[src/dsf_pkg.sv]
package dsf_pkg;

    // ------------------------------------------------------------
    // register map
    // ------------------------------------------------------------
    localparam logic [11:0] DSF_ADDR_STATE_FLAGS = 12'h004;  // display_state_flags
    localparam logic [11:0] DSF_ADDR_CONTROL     = 12'h000;  // local control word
    localparam logic [31:0] DSF_UNMAPPED_DATA    = 32'h0000_0000;

    // ------------------------------------------------------------
    // field positions of display_state_flags
    // ------------------------------------------------------------
    localparam int DSF_POS_PEND_LO   = 24;
    localparam int DSF_POS_ISSUE_LO  = 16;
    localparam int DSF_POS_BLANK_IRQ = 12;
    localparam int DSF_POS_BLANK_WAIT = 11;
    localparam int DSF_POS_BLANK_EFF = 8;
    localparam int DSF_POS_HBLANK    = 7;
    localparam int DSF_POS_VBLANK    = 6;
    localparam int DSF_POS_SWITCH    = 5;
    localparam int DSF_POS_QFULL     = 4;
    localparam int DSF_POS_FETCH_ERR = 3;
    localparam int DSF_POS_OVERFLOW  = 2;
    localparam int DSF_POS_STARVED   = 1;
    localparam int DSF_POS_RUNNING   = 0;

    // ------------------------------------------------------------
    // field positions of local control word
    // ------------------------------------------------------------
    localparam int DSF_POS_CTL_ENABLE = 0;
    localparam int DSF_POS_CTL_BLANK  = 8;
    localparam int DSF_POS_CTL_LIMIT  = 24;

    // ------------------------------------------------------------
    // reset values and constants
    // ------------------------------------------------------------
    localparam logic [2:0] DSF_PEND_ZERO      = 3'h0;
    localparam logic [2:0] DSF_PEND_ONE       = 3'h1;
    localparam logic [2:0] DSF_LIMIT_RESET    = 3'h1;
    localparam logic       DSF_BLANK_RESET    = 1'b1;
    // arbitrary neutral value, not tied to any part
    localparam logic [7:0] DSF_ISSUE_LEVEL    = 8'hA5;

    // write-one-clear event flags
    typedef struct packed {
        logic blank_done;
        logic line_blank;
        logic frame_blank;
        logic buf_switch;
        logic fetch_err;
        logic overflow;
        logic starved;
    } dsf_events_t;

    // controller-side event strobes and levels
    typedef struct packed {
        logic ptr_write;     // frame pointer register written
        logic new_frame;     // dma starts a new frame buffer
        logic hblank_start;
        logic vblank_start;
        logic frame_end;     // current frame completes
        logic bus_err;
        logic fifo_wr_full;
        logic fifo_empty_need;
    } dsf_ctl_in_t;

    // run state machine
    typedef enum logic [1:0] {
        DSF_STOPPED  = 2'b00,
        DSF_RUNNING  = 2'b01,
        DSF_STOPPING = 2'b10
    } dsf_run_t;

endpackage : dsf_pkg

[src/dsf_w1c_flag.sv]
module dsf_w1c_flag
    import dsf_pkg::*;
(
    input  wire logic sys_clk,
    input  wire logic rst_b,
    input  wire logic set_evt,
    input  wire logic clr_wr,
    output logic      flag
);
    // ------------------------------------------------------------
    // sticky flag
    // ------------------------------------------------------------
    // set beats clear so a colliding event is never dropped
    always_ff @(posedge sys_clk) begin
        if (!rst_b) begin
            flag <= 1'b0;
        end else if (set_evt) begin
            flag <= 1'b1;
        end else if (clr_wr) begin
            flag <= 1'b0;
        end
    end
endmodule : dsf_w1c_flag

[src/dsf_pend_counter.sv]
module dsf_pend_counter
    import dsf_pkg::*;
(
    input  wire logic       sys_clk,
    input  wire logic       rst_b,
    input  wire logic       running,
    input  wire logic       inc,
    input  wire logic       dec,
    input  wire logic [2:0] limit,
    output logic [2:0]      count
);
    // ------------------------------------------------------------
    // decode
    // ------------------------------------------------------------
    wire logic room    = count < limit;     // writes beyond limit ignored
    wire logic do_inc  = inc && room;
    wire logic do_dec  = dec && (count != DSF_PEND_ZERO);

    // ------------------------------------------------------------
    // pending pointer count
    // ------------------------------------------------------------
    always_ff @(posedge sys_clk) begin
        if (!rst_b) begin
            count <= DSF_PEND_ZERO;
        end else if (!running) begin
            count <= DSF_PEND_ZERO;
        end else if (do_inc && !do_dec) begin
            count <= count + DSF_PEND_ONE;
        end else if (do_dec && !do_inc) begin
            count <= count - DSF_PEND_ONE;
        end
    end
endmodule : dsf_pend_counter

[src/dsf_display_status_flags.sv]
// Notes on behaviour
// - pointer write counts up, buffer switch down
// - stopped controller zeroes pending count
// - fixed read-only issue level byte
// - blank change sets waiting, applied/stop clears
// - applied while waiting sets blank done
// - blank in effect follows applied request
// - line blank start sets sticky flag
// - frame blank start sets sticky flag
// - queue full falling sets switch flag
// - queue full at limit, cleared on switch
// - stopped controller forces queue full low
// - bus master error sets fetch error
// - fifo write when full sets overflow
// - fifo empty when needed sets starved
// - running indicator shows true run state
// - blank change applied at frame end or stopped
// - disable finishes frame before stopping
module dsf_display_status_flags
    import dsf_pkg::*;
(
    input  wire logic         sys_clk,
    input  wire logic         rst_b,
    // avalon-mm slave
    input  wire logic [11:0]  avs_address,
    input  wire logic         avs_read,
    input  wire logic         avs_write,
    input  wire logic [31:0]  avs_writedata,
    input  wire logic [3:0]   avs_byteenable,
    output logic [31:0]       avs_readdata,
    output logic              avs_waitrequest,
    // controller events
    input  wire dsf_pkg::dsf_ctl_in_t ctl_in,
    // state toward the controller
    output logic              running_indicator,
    output logic              blank_in_effect,
    output logic              fetch_halt
);

    // ------------------------------------------------------------
    // bus decode
    // ------------------------------------------------------------
    // one-wait-state slave: waitrequest drops the cycle after a request
    // every transfer costs two cycles; the status word is cheap to
    // build, so the extra cycle buys a registered readdata path and
    // keeps the bus timing independent of the flag logic
    logic       ack;                                     // answer phase
    wire logic  req      = (avs_read || avs_write) && !ack;
    wire logic  hit_flags = avs_address == DSF_ADDR_STATE_FLAGS;
    wire logic  hit_ctl   = avs_address == DSF_ADDR_CONTROL;
    // a write acts at the edge where waitrequest is seen low
    wire logic  wr_take  = avs_write && ack;             // takes effect at done edge
    wire logic  wr_flags = wr_take && hit_flags;
    wire logic  wr_ctl   = wr_take && hit_ctl;
    wire logic [31:0] wmask = {{8{avs_byteenable[3]}}, {8{avs_byteenable[2]}},
                               {8{avs_byteenable[1]}}, {8{avs_byteenable[0]}}};
    // byte lanes mask control writes and flag clears alike
    wire logic [31:0] clr_bits = wr_flags ? (avs_writedata & wmask) : 32'h0000_0000;

    // ------------------------------------------------------------
    // control word (software steered)
    // ------------------------------------------------------------
    logic       ctl_enable;                              // subsystem enable
    logic       ctl_blank;                               // force blank request
    logic [2:0] ctl_limit;                               // pointer queue limit
    // read-back image of the control word, reserved bits zero
    wire logic [31:0] ctl_word = {5'h00, ctl_limit, 15'h0000, ctl_blank, 7'h00, ctl_enable};
    wire logic [31:0] ctl_next = (ctl_word & ~wmask) | (avs_writedata & wmask);

    // the limit should only move while stopped or with an empty
    // queue; nothing here enforces that, a limit above four simply
    // lets the count run further than the queue behind it can hold
    // enable resets low, blank request resets high
    // control register, byte lanes honoured
    always_ff @(posedge sys_clk) begin
        if (!rst_b) begin
            ctl_enable <= 1'b0;
            ctl_blank  <= DSF_BLANK_RESET;
            ctl_limit  <= DSF_LIMIT_RESET;
        end else if (wr_ctl) begin
            ctl_enable <= ctl_next[DSF_POS_CTL_ENABLE];
            ctl_blank  <= ctl_next[DSF_POS_CTL_BLANK];
            ctl_limit  <= ctl_next[DSF_POS_CTL_LIMIT +: 3]; // software keeps it <= 4
        end
    end

    // ------------------------------------------------------------
    // run state machine
    // ------------------------------------------------------------
    // stopped, running and stopping are the only legal codes
    dsf_run_t   run_state;
    dsf_run_t   next_run_state;
    wire logic  running = run_state != DSF_STOPPED;      // stopping still runs
    wire logic  ctl_frame_done = ctl_in.frame_end;       // frame in progress done

    // stopping keeps the controller running until the frame in
    // progress has been fetched, so the pointer queue and the blank
    // logic still see a live display for that last frame
    // disable waits for the frame end before stopping
    always_comb begin
        next_run_state = run_state;
        unique case (run_state)
            DSF_STOPPED:  if (ctl_enable) next_run_state = DSF_RUNNING;
            DSF_RUNNING:  if (!ctl_enable) next_run_state = DSF_STOPPING;
            DSF_STOPPING: if (ctl_frame_done) next_run_state = DSF_STOPPED;
            default:      next_run_state = DSF_STOPPED;
        endcase
    end

    // illegal codes fall back to stopped through the default branch
    // state register
    always_ff @(posedge sys_clk) begin
        if (!rst_b) begin
            run_state <= DSF_STOPPED;
        end else begin
            run_state <= next_run_state;
        end
    end

    // ------------------------------------------------------------
    // pending pointer count and queue full
    // ------------------------------------------------------------
    logic [2:0] pend_count;                              // pending_pointer_count
    logic       qfull;                                   // pointer queue full

    // the counter ignores pointer writes once the limit is reached and
    // never wraps below zero on a stray new frame
    dsf_pend_counter u_pend (
        .sys_clk (sys_clk),
        .rst_b   (rst_b),
        .running (running),
        .inc     (ctl_in.ptr_write),
        .dec     (ctl_in.new_frame),
        .limit   (ctl_limit),
        .count   (pend_count)
    );

    // the switch event is only raised from a full queue: a new frame
    // with spare room frees an entry but is not worth a flag
    // limitation: full is seen one cycle after the count reaches the
    // limit, so a read in that cycle can show the count without full
    // set when count reaches the limit; a new frame clears it
    wire logic qfull_fall = qfull && ctl_in.new_frame && running;
    always_ff @(posedge sys_clk) begin
        if (!rst_b) begin
            qfull <= 1'b0;
        end else if (!running) begin
            qfull <= 1'b0;
        end else if (ctl_in.new_frame) begin
            qfull <= 1'b0;
        end else if (pend_count >= ctl_limit) begin
            qfull <= 1'b1;
        end
    end

    // ------------------------------------------------------------
    // forced blanking tracking
    // ------------------------------------------------------------
    logic       blank_wait;                              // blank change waiting
    logic       blank_req_q;                             // last seen request
    // blank_in_effect resets to one so the display starts dark
    // stopped display applies at once, else only at frame end
    wire logic  blank_apply = (ctl_blank != blank_in_effect)
                              && (!running || ctl_in.frame_end);
    wire logic  blank_change = ctl_blank != blank_req_q;
    wire logic  blank_done_set = blank_apply && blank_wait;

    // the request may toggle many times within a frame; only the
    // value present at the frame end is applied
    // blank in effect follows the request at the allowed moment
    always_ff @(posedge sys_clk) begin
        if (!rst_b) begin
            blank_in_effect <= DSF_BLANK_RESET;
            blank_req_q     <= DSF_BLANK_RESET;
        end else begin
            blank_req_q <= ctl_blank;
            if (blank_apply) begin
                blank_in_effect <= ctl_blank;
            end
        end
    end

    // waiting bit: applying or a stopped controller clears it before a change can
    // set it; the change is seen one cycle late through blank_req_q,
    // so a request applied at once (stopped display) never waits and
    // raises no blank done flag
    always_ff @(posedge sys_clk) begin
        if (!rst_b) begin
            blank_wait <= 1'b0;
        end else if (blank_apply || !running) begin
            blank_wait <= 1'b0;
        end else if (blank_change) begin
            blank_wait <= 1'b1;
        end
    end

    // ------------------------------------------------------------
    // sticky event flags
    // ------------------------------------------------------------
    // one bit per flag, same order in set, clear and flag vectors
    dsf_events_t ev_set;
    dsf_events_t ev_clr;
    dsf_events_t ev_flag;

    assign ev_set.blank_done  = blank_done_set;
    assign ev_set.line_blank  = ctl_in.hblank_start;
    assign ev_set.frame_blank = ctl_in.vblank_start;
    assign ev_set.buf_switch  = qfull_fall;
    assign ev_set.fetch_err   = ctl_in.bus_err;
    assign ev_set.overflow    = ctl_in.fifo_wr_full;
    assign ev_set.starved     = ctl_in.fifo_empty_need;

    assign ev_clr.blank_done  = clr_bits[DSF_POS_BLANK_IRQ];
    assign ev_clr.line_blank  = clr_bits[DSF_POS_HBLANK];
    assign ev_clr.frame_blank = clr_bits[DSF_POS_VBLANK];
    assign ev_clr.buf_switch  = clr_bits[DSF_POS_SWITCH];
    assign ev_clr.fetch_err   = clr_bits[DSF_POS_FETCH_ERR];
    assign ev_clr.overflow    = clr_bits[DSF_POS_OVERFLOW];
    assign ev_clr.starved     = clr_bits[DSF_POS_STARVED];

    // clears come only from a status write whose data bit and byte
    // lane are both one; writing zero never touches a flag
    // one write-one-clear cell per event
    for (genvar i = 0; i < $bits(dsf_events_t); i++) begin : g_flag
        dsf_w1c_flag u_flag (
            .sys_clk (sys_clk),
            .rst_b   (rst_b),
            .set_evt (ev_set[i]),
            .clr_wr  (ev_clr[i]),
            .flag    (ev_flag[i])
        );
    end

    // ------------------------------------------------------------
    // status word assembly
    // ------------------------------------------------------------
    // unused positions stay zero; writes to them go nowhere
    // the issue level is a constant byte, so no write path reaches it
    // the count and the full bit are forced to zero one cycle after
    // the controller stops
    // running bit mirrors the registered indicator, not the state
    logic [31:0] status_word;
    always_comb begin
        status_word = 32'h0000_0000;
        status_word[DSF_POS_PEND_LO +: 3]  = pend_count;
        status_word[DSF_POS_ISSUE_LO +: 8] = DSF_ISSUE_LEVEL;
        status_word[DSF_POS_BLANK_IRQ]     = ev_flag.blank_done;
        status_word[DSF_POS_BLANK_WAIT]    = blank_wait;
        status_word[DSF_POS_BLANK_EFF]     = blank_in_effect;
        status_word[DSF_POS_HBLANK]        = ev_flag.line_blank;
        status_word[DSF_POS_VBLANK]        = ev_flag.frame_blank;
        status_word[DSF_POS_SWITCH]        = ev_flag.buf_switch;
        status_word[DSF_POS_QFULL]         = qfull;
        status_word[DSF_POS_FETCH_ERR]     = ev_flag.fetch_err;
        status_word[DSF_POS_OVERFLOW]      = ev_flag.overflow;
        status_word[DSF_POS_STARVED]       = ev_flag.starved;
        status_word[DSF_POS_RUNNING]       = running_indicator;
    end

    // unmapped addresses read as zero and swallow writes
    wire logic [31:0] read_mux = hit_flags ? status_word :
                                 hit_ctl   ? ctl_word    : DSF_UNMAPPED_DATA;

    // ------------------------------------------------------------
    // bus answer and registered outputs
    // ------------------------------------------------------------
    // waitrequest idles high; it drops for exactly the answer cycle
    // ack blocks a second take of the same request; a master that
    // holds read or write past the answer edge starts a new transfer
    // readdata holds its value until the next read so a slow master
    // can still pick it up after the answer edge
    always_ff @(posedge sys_clk) begin
        if (!rst_b) begin
            ack             <= 1'b0;
            avs_waitrequest <= 1'b1;
            avs_readdata    <= 32'h0000_0000;
        end else begin
            ack             <= req;
            avs_waitrequest <= !req;
            if (req && avs_read) begin
                avs_readdata <= read_mux;
            end
        end
    end

    // run indicator and master halt
    // the indicator is taken from the next state so it matches the
    // state register cycle for cycle while still coming from a flop
    // halt stays high while the fetch error flag is set; clearing the
    // flag is the only way to let the bus master continue
    always_ff @(posedge sys_clk) begin
        if (!rst_b) begin
            running_indicator <= 1'b0;
            fetch_halt        <= 1'b0;
        end else begin
            running_indicator <= next_run_state != DSF_STOPPED;
            fetch_halt        <= ev_set.fetch_err || ev_flag.fetch_err;
        end
    end

endmodule : dsf_display_status_flags

[config.mk]
export PLATFORM = sky130hd
export DESIGN_NAME = dsf_display_status_flags
export DESIGN_NICKNAME = d
export VERILOG_FILES = /design/src/dsf_pkg.sv /design/src/dsf_w1c_flag.sv /design/src/dsf_pend_counter.sv /design/src/dsf_display_status_flags.sv
export SDC_FILE = /design/constraint.sdc
export NUM_CORES = 1
export LEC_CHECK = 0
export BUFFER_PORTS_ARGS = -buffer_cell sky130_fd_sc_hd__buf_2
export CAP_MARGIN = 20
export CORE_AREA = 10 10 69 85
export CTS_BUF_LIST = sky130_fd_sc_hd__clkbuf_2
export DETAILED_ROUTE_END_ITERATION = 10
export DIE_AREA = 0 0 79 95
export PLACE_DENSITY = 0.81
export SETUP_SLACK_MARGIN = 0.2
export SYNTH_ARGS = -nofsm -noshare
export SYNTH_HDL_FRONTEND = slang
export SYNTH_HIERARCHICAL = 1
export SYNTH_SLANG_ARGS = --single-unit
[constraint.sdc]
create_clock -name sys_clk -period 3.1 [get_ports sys_clk]
set_input_delay 0.31 -clock sys_clk [delete_from_list [all_inputs] [get_ports sys_clk]]
set_output_delay 0.31 -clock sys_clk [all_outputs]
set_load 0.03 [all_outputs]
# Word level (Yosys, flattened, before mapping)
# Cells that the tools add are included.
# W data, S select, Z words.
# classes
n_reduce_logical,38
n_lt_le_gt_ge,2
n_eq_ne,5
addsub,2
n_mux,23
bitwise_logic,6
# ops
cell,count
$and A27 B27 Y27,2
$mux W27,2
$not A27 Y27,1
$or A27 B27 Y27,1
$reduce_bool A2 Y1,10
$mux W1,14
$logic_and A1 B1 Y1,13
$mux W13,1
$eq A12 B3 Y1 const B,1
$logic_not A12 Y1,1
$mux W2,3
$mux W3,2
$pmux W2 S3,1
$logic_not A1 Y1,5
$logic_or A1 B1 Y1,4
$add A3 B1 Y3 const B,1
$ge A3 B3 Y1,1
$lt A3 B3 Y1,1
$reduce_bool A3 Y1,1
$reduce_or A3 Y1,1
$sub A3 B1 Y3 const B,1
$eq A2 B1 Y1 const B,1
$eq A2 B2 Y1 const B,1
$logic_not A2 Y1,1
4 further kinds,6
# totals
output_inout_bits,36
regBits,57
inputBits,60

# Depth between registers and ports, before layout
# logic_depth
ltp_word,6
mapped_depth,10
depth_no_buf,10

# By module
# Netlist, hierarchy kept.
# by_module_without_submodules
mod,seq_area_each_um2,area_per_inst_um2,cells_per_inst,instances
dsf_display_status_flags,600.6,1483.9,155,1
dsf_w1c_flag,20.0,41.3,3,7
dsf_pend_counter,60.1,216.5,24,1

# Worst setup path after synthesis
# No wires, ideal clock.
# synth_path
kind,reg2reg
from,reg (tool-made name)
to,reg u_pend.count[2]
stages_incl_launch_ff,11
arrival_ns,2.103
setup_slack_ns,0.927
required_time_ns,3.030
cell_sequence,dfxtp_1 inv_1 ha_1 a21o_1 a21oi_1 ha_1 inv_1 fa_1 xor2_1 or3_1 a21oi_1
# synth_rtl
item,line_no,rtl
to (signal assigned),dsf_pend_counter.sv:28,count <= count + DSF_PEND_ONE;
to (signal assigned),dsf_pend_counter.sv:30,count <= count - DSF_PEND_ONE;
to (decl),dsf_pend_counter.sv:10,output logic [2:0] count

# Final worst setup path
# layout_path
from,reg u_pend.count[1]
to,reg u_pend.count[2]
# layout_via
elab_chain_cells,5
word_cells_on_any_way,13
cone_classes,add/sub: 2; order compare: 1; mux: 2; reduce/logical: 8
# layout_rtl
item,line_no
$lt A3 B3 Y1 or $reduce_bool A3 Y1 (tied branches),"dsf_pend_counter.sv:15, dsf_pend_counter.sv:17"
"$logic_and A1 B1 Y1, on equally long branches","dsf_pend_counter.sv:16, dsf_pend_counter.sv:17"
"$logic_not A1 Y1, on equally long branches","dsf_pend_counter.sv:29, dsf_pend_counter.sv:27"
"$logic_and A1 B1 Y1, on equally long branches","dsf_pend_counter.sv:29, dsf_pend_counter.sv:27"
$reduce_bool A2 Y1 (no source line) or $mux W3 (tied branches),n/a
# Several ways; a longest one is shown, not always the timed one. The select of a mux whose other input is x is not followed.
# A chain may end at the register's enable or synchronous reset.

==> flow_summary.toml <==
[placed_design]
place_ws_ns = 0.765
routabilityCongestion = 0.740
dp_hpwl_um = 3480
port_buffers = 60

[floorplan]
die_w_um = 79
dieArea_mm2 = 0.00751
num_rows = 27
die_y_um = 95
core-area_mm2 = 0.00432
io_pins = 96
initial_core_util_pct = 46.0

[routing]
vias = 1531
first_iter_violations = 61
ant_nets = 0
drt_pass1_iterations = 4
wl_per_cell_um = 13.9
drc = 0
viasPerCell = 4.81
drt_wl_total_um = 4410

[clock_tree]
numCtsBuffers = 5
hold_buffers = 0
post-cts-setup-buffers = 0
clock_path_buffers = 2
clkSinkCount = 40
cts-resized-gates = 0
clock_latency_ns = 0.40
clkTransAtPathRegs_ns = 0.20
root_buffer = "clkbuf_2"
cts_max_level = 2
cts_tree = "yes"

[timing]
clock.fmax_mhz = 422
fin_ws_ns = 0.729
min_period_ns = 2.37
max_slew_margin_pct = 56.2
finalSetupTns_ns = 0
hold_viol = 0
finClkSkew_ns = 0.0191
report.final.slew_viol_count = 0
setup_viol = 0
fin_crit_sh_pct = 76.5
rsz0062_at_grt = "false"
tightest_slew_ns = 0.652

[synth]
synthSimpleGateAreaFrac_pct = 26.5
synth_xor_xnor_area_share_pct = 1.76
synth_cell_type_count = 41
synth_compound_area_share_pct = 14.2
async_reset_ff_share_pct = 0
yosys.area_share.adder_pct = 4.78
synth_common_cells = "40 x dfxtp_1, 17 x buf_4, 14 x a22oi_1, 14 x nand2_1, 12 x nor2b_1"
synth_top_family_by_area = "simple AND/OR/NAND/NOR gates"
synth_top_area_cell = "dfxtp_1"
ys_seq_area_share_pct = 40.3
ys_top_cells_by_area = "dfxtp_1 40%, buf_4 6.4%, a22oi_1 5.3%, nor2b_4 4.8%, ha_1 3.8%"
ys_warn_count = 6
syn_avg_cell_area_um2 = 9.95
syn_inst = 200
synth_most_common_cell = "dfxtp_1"
synth_top_area_share_pct = 40.3
synth-seq-cells = 40
synth_edf_count = 0
synthMuxAreaShare_pct = 3.08
ys.flop_type = "dfxtp_1"
syn_area_mm2 = 0.00199

[pwr]
p_switching_uw = 228
comb_power_share_pct = 10.6
seq_power_share_pct = 57.2
p_leak_uw = 0.00105
p_int_uw = 693
power.share.clock_pct = 32.2
p_per_area_mw_per_mm2 = 396
peakVddDrop_uv = 215
swShare_pct = 24.8

[grt]
antenna_found_initial = 0
grtUsageTotal_pct = 12.0
grt.overflow.total = 0
grt_pass1_wl_um = 7290
grt_max_degree = 37
grt_pass1_vias = 1649

[setup_path]
arrival_ns = 2.72
endpoint_kind = "register"
worstPathCellList = "ha_1, a21o_1, a21oi_1, ha_1, inv_1, fa_1, xor2_1, or3_1, a21oi_1"
worstSetupPathType = "register to register"
worstPathRequired_ns = 3.45
crit_fanout = 6
slowest_delay_ns = 0.50
crit_slowest_cell = "dfxtp_1"
critPathLaunchType = "register"

[final_layout]
nFillCells = 422
num-nets-final = 326
diodes = 0
drive_above_1_share_pct = 32.3
areaGrowthSynthToFinish_pct = 17.0

[status]
status = "completed"

[run]
cap_violations = 0

[min_path]
hold_class = "input pin to register"
worst paths after layout:
| check | start | cells past startpoint | endpoint | slack (ns) |
|---|---|---|---|---|
| worst max-delay path | u_pend/count[1]$_SDFFE_PN0P_ | 9 | u_pend/count[2]$_SDFFE_PN0P_ | 0.73 |
| worst min-delay path | ctl_in[6] | 2 | qfull$_SDFFE_PP0P_ | 0.10 |
| worst min register to register | running_indicator$_SDFF_PN0_ | 2 | avs_readdata[0]$_SDFFE_PN0P_ | 0.47 |
| worst max register to register | u_pend/count[1]$_SDFFE_PN0P_ | 9 | u_pend/count[2]$_SDFFE_PN0P_ | 0.73 |
logic make-up (layout without fill, tap and decap cells):
group | count (synthesis) | count (layout)
other | 1 | 14
muxes | 6 | 6
buffers and inverters | 30 | 77
and+or+nand+nor | 73 | 73
xor gates and xnor gates | 4 | 4
AOI/OAI and AO/OA | 39 | 39
DFF | 40 | 40
adders and majority gates | 7 | 7
cell usage in the layout (no fill, tap or decap), types with 3 or more instances in the layout:
cell type,netlist,layout
and2_1,6,6
nand2_1,14,14
clkbuf_2,0,5
conb_1,1,14
nor2b_1,12,12
a22oi_1,14,14
a21oi_1,3,3
mux2i_1,5,5
o21a_1,8,8
nor2b_4,7,7
inv_1,8,8
xor2_1,4,4
ha_1,6,6
nor2_1,5,5
buf_2,0,60
dfxtp_1,40,40
nand2b_1,6,6
and3_1,3,3
a21boi_1,5,5
power by group through the flow:
stage	registers (uW)	logic, uW	clock network [uW]
3_3_place_gp	537	95.1	0
3_5_place_dp	537	97.7	0
2_1_floorplan	540	72.6	0
6_report	527	97.5	297
4_1_cts	527	97.8	308
5_1_grt	529	107	327
critical path: cells and delay by family, from the launching register on:
kind                       cells  cell delay, ns
adders and majority gates      3            0.86
DFF                            1            0.50
AOI/OAI and AO/OA              3            0.43
and+or+nand+nor                1            0.31
xor gates and xnor gates       1            0.16
buffers and inverters          1            0.06
metal layers:
metal	GRT usage (%)	vias to the layer above	wire length [um]
met5	0	-	0
met4	4.64	0	79
met3	5.70	9	396
met2	20.4	54	2150
met1	12.5	690	1780
li1	-	778	-
through the flow:
step                      std cells  util [%]  total power, uW  hold WS (ns)  area, um^2
after global placement          310      52.4              632         0.440        2260
final                           318      53.8              921         0.103        2330
after global routing            318      53.8              962        0.0683        2330
after CTS                       318      53.8              932        0.0781        2330
after floorplan                 213         -              613         0.389        2040
after detailed placement        310      52.4              635         0.447        2260
layout make-up:
class	count	area, um^2	area share (%)
Sequential cell	40	801	34.4
Multi-Input combinational cell	143	1050	45.3
Inverter	8	30.0	1.29
Tap cell	58	72.6	3.12
Clock inverter	3	37.5	1.61
Clock buffer	5	25.0	1.08
Timing Repair Buffer	61	308	13.2
No activity file was read; power rests on OpenSTA's default activity.
